===== src/dcss_defs.vh =====
`ifndef DCSS_DEFS_VH
`define DCSS_DEFS_VH
// Register byte offsets
`define DCSS_ADDR_CMD_CFG 12'h000
`define DCSS_ADDR_IO_CFG 12'h004
`define DCSS_ADDR_JOG 12'h008
`define DCSS_ADDR_SKIP 12'h00C
`define DCSS_ADDR_REF_IN 12'h010
`define DCSS_ADDR_STATUS 12'h014
`define DCSS_ADDR_REF_OUT 12'h018
// Command configuration field positions
`define DCSS_CMD_MODE_LSB 0
`define DCSS_EN_MODE_BIT 4
`define DCSS_RAMP_MODE_LSB 8
`define DCSS_CURVE_BIT 12
`define DCSS_STOP_MODE_LSB 16
// IO configuration field positions
`define DCSS_ADIO_MODE_LSB 0
`define DCSS_ADIO_SRC_LSB 4
`define DCSS_DIO_FUNC_LSB 8
`define DCSS_SIGNED_REF_BIT 12
// Reset values
`define DCSS_CMD_CFG_RST 32'h0000_0000
`define DCSS_IO_CFG_RST 32'h0000_0009
// Timing
`define DCSS_CLK_HZ 125000000
`define DCSS_TICK_MS 1
`define DCSS_TICK_CYC (`DCSS_CLK_HZ / 1000 * `DCSS_TICK_MS)
`define DCSS_FREE_MS 12'h7D0
`define DCSS_READY_MS 12'h3E8
`define DCSS_DC_MS 12'h3E8
// Codes
`define DCSS_ADIO_LOGIC 4'd7
`define DCSS_SRC_USER 3'd4
`define DCSS_DIO_JOG 4'd7
`endif


===== src/dcss_sequencer.v =====
// Notes on behaviour
// - Mode 0: held forward and reverse contacts
// - Mode 1: latched start/stop/reverse pulses
// - Pulsed direction change needs intermediate stop
// - Mode 2: run contact plus direction selector
// - Enable mode: plain disable or secure enable
// - Analog pin mode selects input/logic/output
// - Loss detection only for selections 2, 3
// - Output source forced user when pin input
// - Digital pin function selector codes 0-9
// - Jog input substitutes jog frequency
// - Bipolar off clamps negative, on sets direction
// - Skip disabled when skip speed zero
// - Reference inside skip window uses lower edge
// - Ramp mode 0 follows ramp, trips overvoltage
// - Ramp mode 1 extends deceleration time
// - Ramp mode 2 boosts voltage, then extends
// - Ramp mode 3 boosts voltage, imposed ramp
// - Curved profile ignored in modes 1, 2 decel
// - Freewheel stop: bridge off, 2s inhibit, ready
// - Ramp stop: ready one second after stop
// - Ramp then DC injection one second
// - Low-frequency brake, DC one second, inhibit run
//
// Design decisions made here: the placing of the registers and register access over APB.
`timescale 1ns/100ps
`default_nettype none
`include "dcss_defs.vh"
module dcss_sequencer (
   // APB
   input wire pclk,
   input wire presetn,
   input wire psel,
   input wire penable,
   input wire pwrite,
   input wire [11:0] paddr,
   input wire [31:0] pwdata,
   output reg [31:0] prdata,
   output wire pready,
   output wire pslverr,
   // Terminals
   input wire command_input_two,
   input wire command_input_three,
   input wire safe_disable_input,
   input wire bidir_digital_pin_in,
   output reg bidir_digital_pin_out,
   output reg bidir_digital_pin_oe,
   input wire analog_digital_pin_logic,
   // Drive feedback
   input wire zero_freq,
   input wire near_zero_speed,
   input wire at_reference,
   input wire min_speed,
   input wire rated_load,
   input wire alarm,
   input wire current_limit,
   input wire bus_over_max,
   input wire bus_near_max,
   input wire analog_signal_lost,
   // Drive commands
   output reg bridge_enable,
   output reg run_fwd,
   output reg run_rev,
   output reg [15:0] speed_ref,
   output reg ramp_decel,
   output reg ramp_extend,
   output reg voltage_boost,
   output reg curved_profile,
   output reg low_freq_brake,
   output reg dc_inject,
   output reg drive_ready,
   output reg bus_overvoltage_trip,
   output reg [1:0] analog_pin_kind,
   output reg analog_loss_enable,
   output reg [2:0] analog_out_source,
   output reg fault_reset
);
   localparam ST_IDLE = 5'b00001;
   localparam ST_RUN = 5'b00010;
   localparam ST_DECEL = 5'b00100;
   localparam ST_DC = 5'b01000;
   localparam ST_WAIT = 5'b10000;

   reg [31:0] cmd_cfg_reg;
   reg [31:0] io_cfg_reg;
   reg [15:0] jog_reg;
   reg [31:0] skip_reg;
   reg [15:0] ref_in_reg;
   reg [1:0] cmd_mode_reg;
   reg en_mode_reg;
   reg [4:0] state_reg;
   reg [16:0] tick_cnt_reg;
   reg [11:0] ms_cnt_reg;
   reg [11:0] ms_target_reg;
   reg fwd_latch_reg;
   reg rev_latch_reg;
   reg inhibit_reg;
   reg tick;
   reg run_req;
   reg dir_rev;
   reg enabled;
   reg jog_sel;
   reg ref_rev;
   reg [15:0] ref_mag;
   reg [1:0] ramp_mode;
   reg [1:0] stop_mode;
   reg [3:0] adio_mode;
   reg [3:0] dio_func;
   reg [15:0] skip_lo;
   reg [15:0] skip_hi;

   function [15:0] sat_sub;
      input [15:0] a;
      input [15:0] b;
      begin
         sat_sub = (a > b) ? a - b : 16'h0000;
      end
   endfunction
   function [15:0] sat_add;
      input [15:0] a;
      input [15:0] b;
      begin
         sat_add = (({1'b0, a} + {1'b0, b}) > 17'h0_FFFF) ? 16'hFFFF : a + b;
      end
   endfunction
   assign pready = 1'b1;
   assign pslverr = 1'b0;
   always @* begin
      ramp_mode = cmd_cfg_reg[`DCSS_RAMP_MODE_LSB +: 2];
      stop_mode = cmd_cfg_reg[`DCSS_STOP_MODE_LSB +: 2];
      adio_mode = io_cfg_reg[`DCSS_ADIO_MODE_LSB +: 4];
      dio_func = io_cfg_reg[`DCSS_DIO_FUNC_LSB +: 4];
      enabled = en_mode_reg ? safe_disable_input : ~safe_disable_input;
      jog_sel = (dio_func == `DCSS_DIO_JOG) && bidir_digital_pin_in;
      run_req = 1'b0;
      dir_rev = 1'b0;
      case (cmd_mode_reg)
         2'd0: begin
            run_req = command_input_two ^ command_input_three;
            dir_rev = command_input_three;
         end
         2'd1: begin
            run_req = fwd_latch_reg | rev_latch_reg;
            dir_rev = rev_latch_reg;
         end
         2'd2: begin
            run_req = command_input_two;
            dir_rev = command_input_three;
         end
         default: run_req = 1'b0;
      endcase
      skip_lo = sat_sub(skip_reg[15:0], skip_reg[31:16]);
      skip_hi = sat_add(skip_reg[15:0], skip_reg[31:16]);
   end
   always @(posedge pclk or negedge presetn) begin
      if (!presetn) begin
         cmd_mode_reg <= 2'd0;
         en_mode_reg <= 1'b0;
      end else if (!bridge_enable) begin
         cmd_mode_reg <= cmd_cfg_reg[`DCSS_CMD_MODE_LSB +: 2];
         en_mode_reg <= cmd_cfg_reg[`DCSS_EN_MODE_BIT];
      end
   end

   // APB slave, zero wait states
   always @(posedge pclk or negedge presetn) begin
      if (!presetn) begin
         cmd_cfg_reg <= `DCSS_CMD_CFG_RST;
         io_cfg_reg <= `DCSS_IO_CFG_RST;
         jog_reg <= 16'h0000;
         skip_reg <= 32'h0000_0000;
         ref_in_reg <= 16'h0000;
      end else if (psel && penable && pwrite) begin
         case (paddr)
            `DCSS_ADDR_CMD_CFG: cmd_cfg_reg <= pwdata & 32'h0003_1313;
            `DCSS_ADDR_IO_CFG: begin
               io_cfg_reg <= pwdata & 32'h0000_1F7F;
               if (pwdata[3:0] <= `DCSS_ADIO_LOGIC || pwdata[6:4] > `DCSS_SRC_USER)
                  io_cfg_reg[`DCSS_ADIO_SRC_LSB +: 3] <= `DCSS_SRC_USER;
               if (pwdata[3:0] > 4'd10)
                  io_cfg_reg[3:0] <= io_cfg_reg[3:0];
               if (pwdata[11:8] > 4'd9)
                  io_cfg_reg[11:8] <= io_cfg_reg[11:8];
            end
            `DCSS_ADDR_JOG: jog_reg <= pwdata[15:0];
            `DCSS_ADDR_SKIP: skip_reg <= pwdata;
            `DCSS_ADDR_REF_IN: ref_in_reg <= pwdata[15:0];
            default: ;
         endcase
      end
   end

   always @* begin
      case (paddr)
         `DCSS_ADDR_CMD_CFG: prdata = cmd_cfg_reg;
         `DCSS_ADDR_IO_CFG: prdata = io_cfg_reg;
         `DCSS_ADDR_JOG: prdata = {16'h0000, jog_reg};
         `DCSS_ADDR_SKIP: prdata = skip_reg;
         `DCSS_ADDR_REF_IN: prdata = {16'h0000, ref_in_reg};
         `DCSS_ADDR_STATUS: prdata = {19'h0, bus_overvoltage_trip, inhibit_reg,
            drive_ready, dc_inject, low_freq_brake, run_rev, run_fwd,
            bridge_enable, state_reg};
         `DCSS_ADDR_REF_OUT: prdata = {16'h0000, speed_ref};
         default: prdata = 32'h0000_0000;
      endcase
   end

   // Pulse latches; the stop input wins over start pulses
   always @(posedge pclk or negedge presetn) begin
      if (!presetn) begin
         fwd_latch_reg <= 1'b0;
         rev_latch_reg <= 1'b0;
      end else if (cmd_mode_reg != 2'd1 || command_input_three || !enabled) begin
         fwd_latch_reg <= 1'b0;
         rev_latch_reg <= 1'b0;
      end else begin
         if (command_input_two && !rev_latch_reg)
            fwd_latch_reg <= 1'b1;
         if (bidir_digital_pin_in && dio_func != `DCSS_DIO_JOG && !fwd_latch_reg)
            rev_latch_reg <= 1'b1;
      end
   end

   always @(posedge pclk or negedge presetn) begin
      if (!presetn) begin
         tick_cnt_reg <= 17'd0;
         tick <= 1'b0;
      end else if (tick_cnt_reg == `DCSS_TICK_CYC - 1) begin
         tick_cnt_reg <= 17'd0;
         tick <= 1'b1;
      end else begin
         tick_cnt_reg <= tick_cnt_reg + 17'd1;
         tick <= 1'b0;
      end
   end
   always @(posedge pclk or negedge presetn) begin
      if (!presetn) begin
         state_reg <= ST_IDLE;
         ms_cnt_reg <= 12'd0;
         ms_target_reg <= 12'd0;
         inhibit_reg <= 1'b0;
         bus_overvoltage_trip <= 1'b0;
      end else begin
         if (bus_over_max && bridge_enable && (ramp_mode == 2'd0 || ramp_mode == 2'd3))
            bus_overvoltage_trip <= 1'b1;
         else if (fault_reset)
            bus_overvoltage_trip <= 1'b0;
         if (tick && ms_cnt_reg != ms_target_reg)
            ms_cnt_reg <= ms_cnt_reg + 12'd1;
         case (state_reg)
            ST_IDLE: begin
               inhibit_reg <= 1'b0;
               if (run_req && enabled && !bus_overvoltage_trip)
                  state_reg <= ST_RUN;
            end
            ST_RUN: begin
               if (!run_req || !enabled || bus_overvoltage_trip) begin
                  ms_cnt_reg <= 12'd0;
                  if (stop_mode == 2'd0 || !enabled || bus_overvoltage_trip) begin
                     ms_target_reg <= `DCSS_FREE_MS;
                     inhibit_reg <= 1'b1;
                     state_reg <= ST_WAIT;
                  end else begin
                     inhibit_reg <= (stop_mode == 2'd3);
                     state_reg <= ST_DECEL;
                  end
               end
            end
            ST_DECEL: begin
               if (stop_mode == 2'd1 && zero_freq) begin
                  ms_cnt_reg <= 12'd0;
                  ms_target_reg <= `DCSS_READY_MS;
                  state_reg <= ST_WAIT;
               end else if ((stop_mode == 2'd2 && zero_freq) ||
                            (stop_mode == 2'd3 && near_zero_speed)) begin
                  ms_cnt_reg <= 12'd0;
                  ms_target_reg <= `DCSS_DC_MS;
                  state_reg <= ST_DC;
               end else if (stop_mode != 2'd3 && run_req && enabled) begin
                  state_reg <= ST_RUN;
               end
            end
            ST_DC: begin
               if (ms_cnt_reg == ms_target_reg)
                  state_reg <= ST_IDLE;
            end
            ST_WAIT: begin
               if (ms_cnt_reg == ms_target_reg)
                  state_reg <= ST_IDLE;
               else if (!inhibit_reg && run_req && enabled)
                  state_reg <= ST_RUN;
            end
            default: state_reg <= ST_IDLE;
         endcase
      end
   end
   always @(posedge pclk or negedge presetn) begin
      if (!presetn) begin
         bridge_enable <= 1'b0;
         run_fwd <= 1'b0;
         run_rev <= 1'b0;
         speed_ref <= 16'h0000;
         ramp_decel <= 1'b0;
         ramp_extend <= 1'b0;
         voltage_boost <= 1'b0;
         curved_profile <= 1'b0;
         low_freq_brake <= 1'b0;
         dc_inject <= 1'b0;
         drive_ready <= 1'b0;
         analog_pin_kind <= 2'd0;
         analog_loss_enable <= 1'b0;
         analog_out_source <= `DCSS_SRC_USER;
         bidir_digital_pin_out <= 1'b0;
         bidir_digital_pin_oe <= 1'b0;
         fault_reset <= 1'b0;
         ref_rev <= 1'b0;
         ref_mag <= 16'h0000;
      end else begin
         if (jog_sel) begin
            ref_mag <= jog_reg;
            ref_rev <= 1'b0;
         end else if (ref_in_reg[15]) begin
            ref_mag <= io_cfg_reg[`DCSS_SIGNED_REF_BIT] ? (16'h0000 - ref_in_reg)
               : 16'h0000;
            ref_rev <= io_cfg_reg[`DCSS_SIGNED_REF_BIT];
         end else begin
            ref_mag <= ref_in_reg;
            ref_rev <= 1'b0;
         end
         if (skip_reg[15:0] != 16'h0000 && ref_mag >= skip_lo && ref_mag <= skip_hi)
            speed_ref <= skip_lo;
         else
            speed_ref <= ref_mag;
         bridge_enable <= state_reg[1] | state_reg[2] | state_reg[3];
         run_fwd <= state_reg[1] & ~(dir_rev ^ ref_rev);
         run_rev <= state_reg[1] & (dir_rev ^ ref_rev);
         ramp_decel <= state_reg[2] & (stop_mode != 2'd3);
         ramp_extend <= bus_near_max & (ramp_mode == 2'd1 || ramp_mode == 2'd2);
         voltage_boost <= state_reg[2] & (ramp_mode == 2'd2 || ramp_mode == 2'd3);
         curved_profile <= cmd_cfg_reg[`DCSS_CURVE_BIT] &
            ~(state_reg[2] & (ramp_mode == 2'd1 || ramp_mode == 2'd2));
         low_freq_brake <= state_reg[2] & (stop_mode == 2'd3);
         dc_inject <= state_reg[3];
         drive_ready <= state_reg[0];
         analog_pin_kind <= (adio_mode < `DCSS_ADIO_LOGIC) ? 2'd0 :
            (adio_mode == `DCSS_ADIO_LOGIC) ? 2'd1 : 2'd2;
         analog_loss_enable <= (adio_mode == 4'd2) || (adio_mode == 4'd3);
         analog_out_source <= io_cfg_reg[`DCSS_ADIO_SRC_LSB +: 3];
         bidir_digital_pin_oe <= (dio_func <= 4'd6) && (cmd_mode_reg != 2'd1);
         case (dio_func)
            4'd0: bidir_digital_pin_out <= zero_freq;
            4'd1: bidir_digital_pin_out <= at_reference;
            4'd2: bidir_digital_pin_out <= min_speed;
            4'd3: bidir_digital_pin_out <= rated_load;
            4'd4: bidir_digital_pin_out <= bridge_enable;
            4'd5: bidir_digital_pin_out <= alarm;
            4'd6: bidir_digital_pin_out <= current_limit;
            default: bidir_digital_pin_out <= 1'b0;
         endcase
         fault_reset <= (dio_func == 4'd8) & bidir_digital_pin_in;
      end
   end
endmodule
`default_nettype wire


===== config.mk =====
export PLATFORM = sky130hd
export DESIGN_NAME = dcss_sequencer
export DESIGN_NICKNAME = d
export VERILOG_FILES = /design/src/dcss_sequencer.v
export VERILOG_INCLUDE_DIRS = /design/src
export SDC_FILE = /design/constraint.sdc
export NUM_CORES = 1
export LEC_CHECK = 0
export ABC_CLOCK_PERIOD_IN_PS = 11000
export CAP_MARGIN = 20
export CORE_ASPECT_RATIO = 0.75
export CORE_MARGIN = 4
export CORE_UTILIZATION = 45
export CTS_CLUSTER_DIAMETER = 100
export DETAILED_ROUTE_END_ITERATION = 7
export DONT_BUFFER_PORTS = 1
export HOLD_SLACK_MARGIN = 0.08
export PLACE_DENSITY = 0.7
export SLEW_MARGIN = 30
export SYNTH_ARGS = -nofsm -noshare
export SYNTH_HDL_FRONTEND = slang
export SYNTH_SLANG_ARGS = --single-unit

===== constraint.sdc =====
create_clock -name pclk -period 11 [get_ports pclk]
set_clock_uncertainty 0.15 [all_clocks]
set_input_delay 0.55 -clock pclk [delete_from_list [all_inputs] [get_ports pclk]]
set_output_delay 0.55 -clock pclk [all_outputs]
set_load 0.01 [all_outputs]

== Yosys cells after proc, flatten, opt, wreduce, memory -nomap -nowiden ==
Cells that the tools add are included.
Operators by class
  add/subtract/negate cells: 6
  order comparisons: 10
  eq/ne operators: 43
  mux-type cells: 47
  bitwise gates (word level): 19
  reductions and logical operators: 61
Operators by type and width (count)
  $pmux 32 s7: 1
  $mux 12: 8
  $mux 16: 6
  $pmux 12 s2: 2
  $mux 5: 9
  $eq 12x5->1 const B: 3
  $pmux 5 s5: 1
  $eq 12x4->1 const B: 2
  $logic_and 1x1->1: 21
  $eq 4x3->1 const B: 5
  $add 16x16->17: 1
  $add 17x1->17 const B: 1
  $eq 17x17->1 const B: 1
  $gt 17x16->1 const B: 1
  $mux 17: 1
  $add 16x16->16: 1
  $eq 4x2->1 const B: 4
  $ge 16x16->1: 1
  $gt 16x16->1: 1
  $le 16x16->1: 1
  $reduce_bool 16->1: 1
  $sub 1x16->16 const A: 1
  $sub 16x16->16: 1
  $add 12x1->12 const B: 1
  other kinds (42): 111
Word-level totals
  flip-flop bits (word level): 190
  output and inout port bits: 70

== Depth between registers and ports, before layout ==
Gate-level depths: netlist (run 1).
  depth in word-level cells: 8
  mapped depth: 21
  gate-level depth less buffers: 18

== Least setup slack after synthesis (run 1) ==
OpenSTA, ideal clock, no wires.
  path kind: register to register
  start: register skip_reg[0]
  end: register speed_ref[0]
  setup time: 0.125 ns
  arrival: 4.021 ns
  data required time: 10.725 ns
  path slack: 6.704 ns
  cell stages (with the launch flop): 21
  buffers on the path: 2
  period minus slack after synthesis: 4.296 ns
  path through: dfrtp_1 -> inv_1 -> ha_1 -> inv_1 -> fa_1 -> a211oi_1 -> o211ai_1 -> nand2_1 -> o21ai_0 -> and2_4 -> buf_4 -> nand2_1 -> ha_1 -> a21o_1 -> a21o_1 -> a2111oi_2 -> o41ai_1 -> a221oi_2 -> a211o_1 -> buf_6 -> mux2_2
On the way
  longest elaborated chain between the ends: 6
  elaborated cells on any way between the ends: 13
Ends and longest elaborated chain
  from (decl): line dcss_sequencer.v:87  | reg [31:0] skip_reg;
  from (signal assigned): line dcss_sequencer.v:186  | `DCSS_ADDR_SKIP: skip_reg <= pwdata;
  $add 16x16->17 (tied with other cells): line dcss_sequencer.v:123  | sat_add = (({1'b0, a} + {1'b0, b}) > 17'h0_FFFF) ? 16'hFFFF : a + b;
  $gt 17x16->1 or $mux 16 (tied branches): line dcss_sequencer.v:123, dcss_sequencer.v:116
  $mux 16 or $ge 16x16->1 (tied branches): line dcss_sequencer.v:123, dcss_sequencer.v:330
  $le 16x16->1 or $logic_and 1x1->1 (tied branches): line dcss_sequencer.v:330  | if (skip_reg[15:0] != 16'h0000 && ref_mag >= skip_lo && ref_mag <= skip_hi)
  $logic_and 1x1->1: line dcss_sequencer.v:330
  $mux 16 *: line dcss_sequencer.v:330
  to (signal assigned): line dcss_sequencer.v:331  | speed_ref <= skip_lo;
  to (signal assigned): line dcss_sequencer.v:333  | speed_ref <= ref_mag;
  to (decl): line dcss_sequencer.v:64  | output reg [15:0] speed_ref,
Mark *: on every way between the ends. The rest lies on a longest branch, timed or not.
A chain may end at the register's enable or synchronous reset.

== Worst setup path after layout (run 1) ==
  start: register skip_reg[7]
  end: register speed_ref[7]
Same word-level chain as after synthesis.

==> results_dict.tcl, run 1 <==
set metrics [dict create \
    timing.hold.ws_ns 0.0970 \
    cts_tree "done" \
    area_growth_pct 10.2 \
    drt-total-wl_um 32500 \
    drive_gt1_frac 0.111 \
    nNetsFinal 1305 \
    synth_most_common_cell "dfrtp_1" \
    synth.area.top_cells "dfrtp_1, ha_1, mux2_2, nor2_1, nand2_1" \
    tightest_slew_ns 0.801 \
    netlist_top_cells_count "dfrtp_1, nor2_1, nand2_1" \
    met1_usage 0.371 \
    multi_input_area_um2 6100 \
    clock_sinks 181 \
    ant_nets 0 \
    cap_viol_max_count 0 \
    yosysTopAreaCell "dfrtp_1" \
    nFillCells 2222 \
    fmax_mhz 186 \
    worst_setup_path_end_kind "flip-flop" \
    busiest_layer "met1" \
    via_per_inst 5.95 \
    synth_edf_count 0 \
    dr.pass1.iters 6 \
    total_power_mw 1.56 \
    met3_usage 0.0579 \
    synthCells 1169 \
    clk_pin_slew_ns 0.08 \
    largest_reg_flops 32 \
    met2_usage 0.319 \
    antenna_found_initial 2 \
    hp-class "in -> reg" \
    diodes 0 \
    drt_iter0_markers 993 \
    period_minus_slack_ns 5.39 \
    finalSetupViolations 0 \
    slew_violations 0 \
    start_util 0.461 \
    irDropWorstVdd_uv 122 \
    leakagePower_nw 5.82 \
    critPathKind "reg -> reg" \
    r2r_setup_slack_ns 5.61 \
    synth-seq-cells 181 \
    dp_slack_ns 5.63 \
    seq_area_um2 4530 \
    grt_max_degree 182 \
    startpoint_type "flip-flop" \
    row_count 49 \
    yosys.area.top_type_share 0.397 \
    grt_pass1_vias 8374 \
    die_area_um2 27400 \
    clkLatencyLatePin_ns 0.43 \
    syn-num-nets 1305 \
    wl_per_cell_um 21.5 \
    vias 9008 \
    fin_crit_sh 0.490 \
    die_w_um 190 \
    synth_ff_type "dfrtp_1" \
    seq_area_frac_synth 0.406 \
    worstPathArrival_ns 5.55 \
    io_pins 134 \
    overflow 0 \
    core_um2 24200 \
    root_buffer "clkbuf_16" \
    setup_tns_ns 0 \
    setup_ws_ns 5.61 \
    cts-resized-gates 0 \
    die_h_um 144 \
    synth_area_per_cell_um2 9.55 \
    critPathMaxFanout 16 \
    max_slew_margin 0.461 \
    grt_pass1_wl_um 49800 \
    cts_max_level 4 \
    power_density_nw_per_um2 127 \
    required_ns 11.16 \
    gp_congestion 0.910 \
    cts_buffers 17 \
    dp_hpwl_um 24100 \
    yosysWarnings 0 \
    finalHoldViolCount 0 \
    async_flop_share 1.00 \
    synth.cell_area_um2 11200 \
    portBuffers 0 \
    outcome "complete, no violations" \
    grt_usage 0.235 \
    cts_buffer_depth 2 \
    synth_cell_types 90 \
    drc_errors 0 \
    rsz0062_at_grt "no" \
]
## placed cells by master, fill, tap and decap left out, types with 11 or more instances in the layout
cell type	instances
xor2_1	19
nand2b_1	16
a21oi_1	67
a22oi_1	46
a21o_1	18
ha_1	70
nor3_1	18
mux2_1	15
mux2i_1	18
mux2_2	42
and3_1	11
nand3_1	42
dlygate4sd3_1	23
nor4_1	13
nand2_1	93
dfrtp_1	177
nand4_1	16
xnor2_1	27
o21ai_0	57
clkbuf_16	17
inv_1	71
nor2_1	108
## logic make-up (layout without fill, tap and decap cells)
family                   Yosys count  count (layout)  share of synthesized area
AND/OR/NAND/NOR                  390             390                      0.183
AO/OA/AOI/OAI                    275             275                      0.164
flip-flops                       181             181                      0.406
buffers and inverters            126             139                     0.0508
multiplexers                      77              77                     0.0770
adder cells (fa/ha/maj)           72              72                     0.0820
XOR/XNOR                          46              46                     0.0361
other                              2               2                   0.000673
## layout make-up
cell class              instances  area share
clock buffers                  18      0.0357
multi-input cells             862       0.496
clock inverters                14      0.0153
well taps                     331      0.0337
inverters                      73      0.0223
flip-flops and latches        181       0.369
repair buffers                 34      0.0287
## path summary, 6_finish.rpt
kind                          startpoint  depth (start not counted)              endpoint
max in group asynchronous        presetn                          3          skip_reg[21]
min                            pwdata[6]                          1           skip_reg[6]
min reg2reg                io_cfg_reg[6]                          0  analog_out_source[2]
max reg2reg                  skip_reg[7]                         15          speed_ref[7]
max                          skip_reg[7]                         15          speed_ref[7]
min in group asynchronous        presetn                          2         ms_cnt_reg[6]
## metrics by stage
step / util / cell area (um^2) / cells
final: 0.508 / 12300 / 1513
after global routing: 0.508 / 12300 / 1513
after CTS: 0.506 / 12300 / 1512
after detailed placement: 0.469 / 11400 / 1456
after global placement: 0.469 / 11400 / 1456
after floorplan: - / 11200 / 1169
## routing by layer
metal,vias to the layer above,wire length (um)
li1,4199,-
met3,35,3510
met2,396,13000
met5,-,0
met1,4378,15400
met4,0,522
## report_power, final
group	switching [mW]	leakage [nW]	internal, mW	total [mW]
logic	0.0836	3.17	0.0667	0.150
clock network	0.298	0.306	0.354	0.652
registers	0.0554	2.35	0.701	0.756
total	0.437	5.82	1.12	1.56
## what timing repair did
item	in CTS	in global routing
hold buffers	24	0
hold endpoints to repair	207	0
buffers inserted	0	0
## worst max-delay path: stages, from the launching register on
cell and delay [ns]:
dfrtp_1 0.53, ha_1 0.55, nand2_1 0.13, o21ai_0 0.24
nand2_1 0.15, o21ai_0 0.44, and2_4 0.32, o311ai_0 0.28
ha_1 0.39, a21oi_1 0.16, nor2_1 0.06, a2111oi_2 0.32
o41ai_1 0.15, a221oi_2 0.27, a211o_1 0.68, mux2i_1 0.42
Power figures use the tool's default switching activity.
==> inputs of run 2 (changes only) <==
ABC_CLOCK_PERIOD_IN_PS = 5300   (was 11000)
clock period = 5.3 ns   (was 11 ns; I/O delays follow)
==> results_dict.tcl, run 2 (same netlist as run 1, synthesis figures left out) <==
set metrics [dict create \
    outcome "complete, no violations" \
    worstPathArrival_ns 5.14 \
    leakagePower_nw 6.01 \
    overflow 0 \
    gp_congestion 0.894 \
    dp_hpwl_um 25200 \
    cts_buffer_depth 2 \
    portBuffers 0 \
    power_density_nw_per_um2 260 \
    drt-total-wl_um 34300 \
    die_area_um2 27400 \
    cap_viol_max_count 0 \
    grt_max_degree 182 \
    via_per_inst 6.01 \
    cts-resized-gates 0 \
    io_pins 134 \
    slew_violations 0 \
    fin_crit_sh 0.934 \
    rr_worst_depth 19 \
    row_count 49 \
    cts_tree "done" \
    drive_gt1_frac 0.119 \
    critPathKind "reg -> reg" \
    fmax_mhz 202 \
    drc_errors 0 \
    setup_ws_ns 0.352 \
    tightest_slew_ns 0.966 \
    crit_buf_inv 2 \
    mostFrequentLayoutCell "dfrtp_1" \
    drt_iter0_markers 1067 \
    clk_pin_slew_ns 0.08 \
    area_growth_pct 13.9 \
    period_minus_slack_ns 4.95 \
    setup_tns_ns 0 \
    antenna_found_initial 2 \
    required_ns 5.49 \
    path_cells "ha_1 > inv_1 > fa_1 > o21bai_1 > a21oi_2 > o21ai_1 > a311oi_2 > o41ai_1 > a21o_1 > nor2_1 > ha_1 > nor2b_1 > o211ai_1 > a21oi_1 > a211oi_1 > o31ai_1 > a211o_1 > buf_4 > mux2_2" \
    dr.pass1.iters 6 \
    die_h_um 144 \
    worst-path-stages 19 \
    die_w_um 190 \
    total_power_mw 3.31 \
    irDropWorstVdd_uv 252 \
    dp_slack_ns 0.411 \
    nNetsFinal 1351 \
    vias 9381 \
    critPathSlowestCell "a21o_1" \
    path_delay_family "compound AO/OA/AOI/OAI gates" \
    start_util 0.461 \
    core_um2 24200 \
    critPathMaxFanout 16 \
    clock_sinks 181 \
    cts_buffers 17 \
    finalHoldViolCount 0 \
    worst_setup_path_end_kind "flip-flop" \
    hp-class "in -> reg" \
    ant_nets 0 \
    r2r_setup_slack_ns 0.35 \
    root_buffer "clkbuf_16" \
    wl_per_cell_um 22.0 \
    nFillCells 2185 \
    startpoint_type "flip-flop" \
    grt_usage 0.247 \
    cp_common_cell "ha_1" \
    hold_depth 3 \
    clkLatencyLatePin_ns 0.45 \
    most-common-layout-cells "dfrtp_1, nor2_1, nand2_1" \
    finalSetupViolations 0 \
    largest_reg_flops 32 \
    grt_pass1_vias 8815 \
    max_slew_margin 0.351 \
    cts_max_level 4 \
    rsz0062_at_grt "no" \
    max_stage_delay_ns 0.50 \
    grt_pass1_wl_um 52200 \
]
-- run 2: cell types whose count changed in the layout (fill, tap and decap cells not counted) --
cell / change
inv_6: +2
diode_2: +1
nor4_4: -1
nor4_2: +1
nor3_2: +1
buf_4: +15
bufinv_16: +1
inv_8: -2
nor3_4: -1
clkbuf_8: -1
dlygate4sd3_1: +31
-- run 2: worst paths after layout --
kind                                         to          start
max                                speed_ref[0]    skip_reg[0]
min                              ref_in_reg[15]       paddr[3]
max reg2reg                        speed_ref[0]    skip_reg[0]
min reg2reg                analog_out_source[2]  io_cfg_reg[6]
max in group asynchronous          skip_reg[31]        presetn
min in group asynchronous         ms_cnt_reg[9]        presetn
-- run 2: stage by stage --
| stage | cell area [um^2] | util | hold slack [ns] | cells |
|---|---|---|---|---|
| 6_report | 12700 | 0.525 | 0.108 | 1560 |
| 5_1_grt | 12700 | 0.525 | 0.126 | 1559 |
| 4_1_cts | 12700 | 0.524 | 0.0911 | 1558 |
| 3_5_place_dp | 11500 | 0.474 | -0.173 | 1471 |
| 3_3_place_gp | 11500 | 0.474 | -0.169 | 1471 |
| 2_1_floorplan | 11200 | - | -0.181 | 1169 |
-- run 2: repair_timing --
action / in CTS / in global routing
setup buffers: 0 / 0
endpoints found under the hold margin: 276 / 0
hold buffers: 55 / 0
-- run 2: area by class of cell --
cell class | instances | area (um^2) | share of cell area
Antenna cell | 1 | 2.50 | 0.000197
Sequential cell | 181 | 4530 | 0.356
Multi-Input combinational cell | 862 | 6080 | 0.478
Tap cell | 331 | 414 | 0.0326
Timing Repair Buffer | 80 | 776 | 0.0610
Inverter | 73 | 274 | 0.0215
Clock buffer | 17 | 425 | 0.0334
Clock inverter | 15 | 213 | 0.0167
-- run 2: worst min-delay path, delay by kind of cell --
family / cells / cell delay [ns]
buf+inv: 1 / 0.21
compound gates: 1 / 0.16
simple gates: 1 / 0.02
-- run 2: layer usage --
metal,track usage,wire [um]
met5,0,11
met4,0.0525,368
met3,0.0726,3720
met2,0.339,13800
met1,0.384,16400
-- run 2: power by group --
part | internal [mW] | total [mW] | switching [mW]
combinational | 0.150 | 0.340 | 0.190
clock | 0.765 | 1.40 | 0.630
sequential | 1.45 | 1.57 | 0.118
total | 2.37 | 3.31 | 0.938
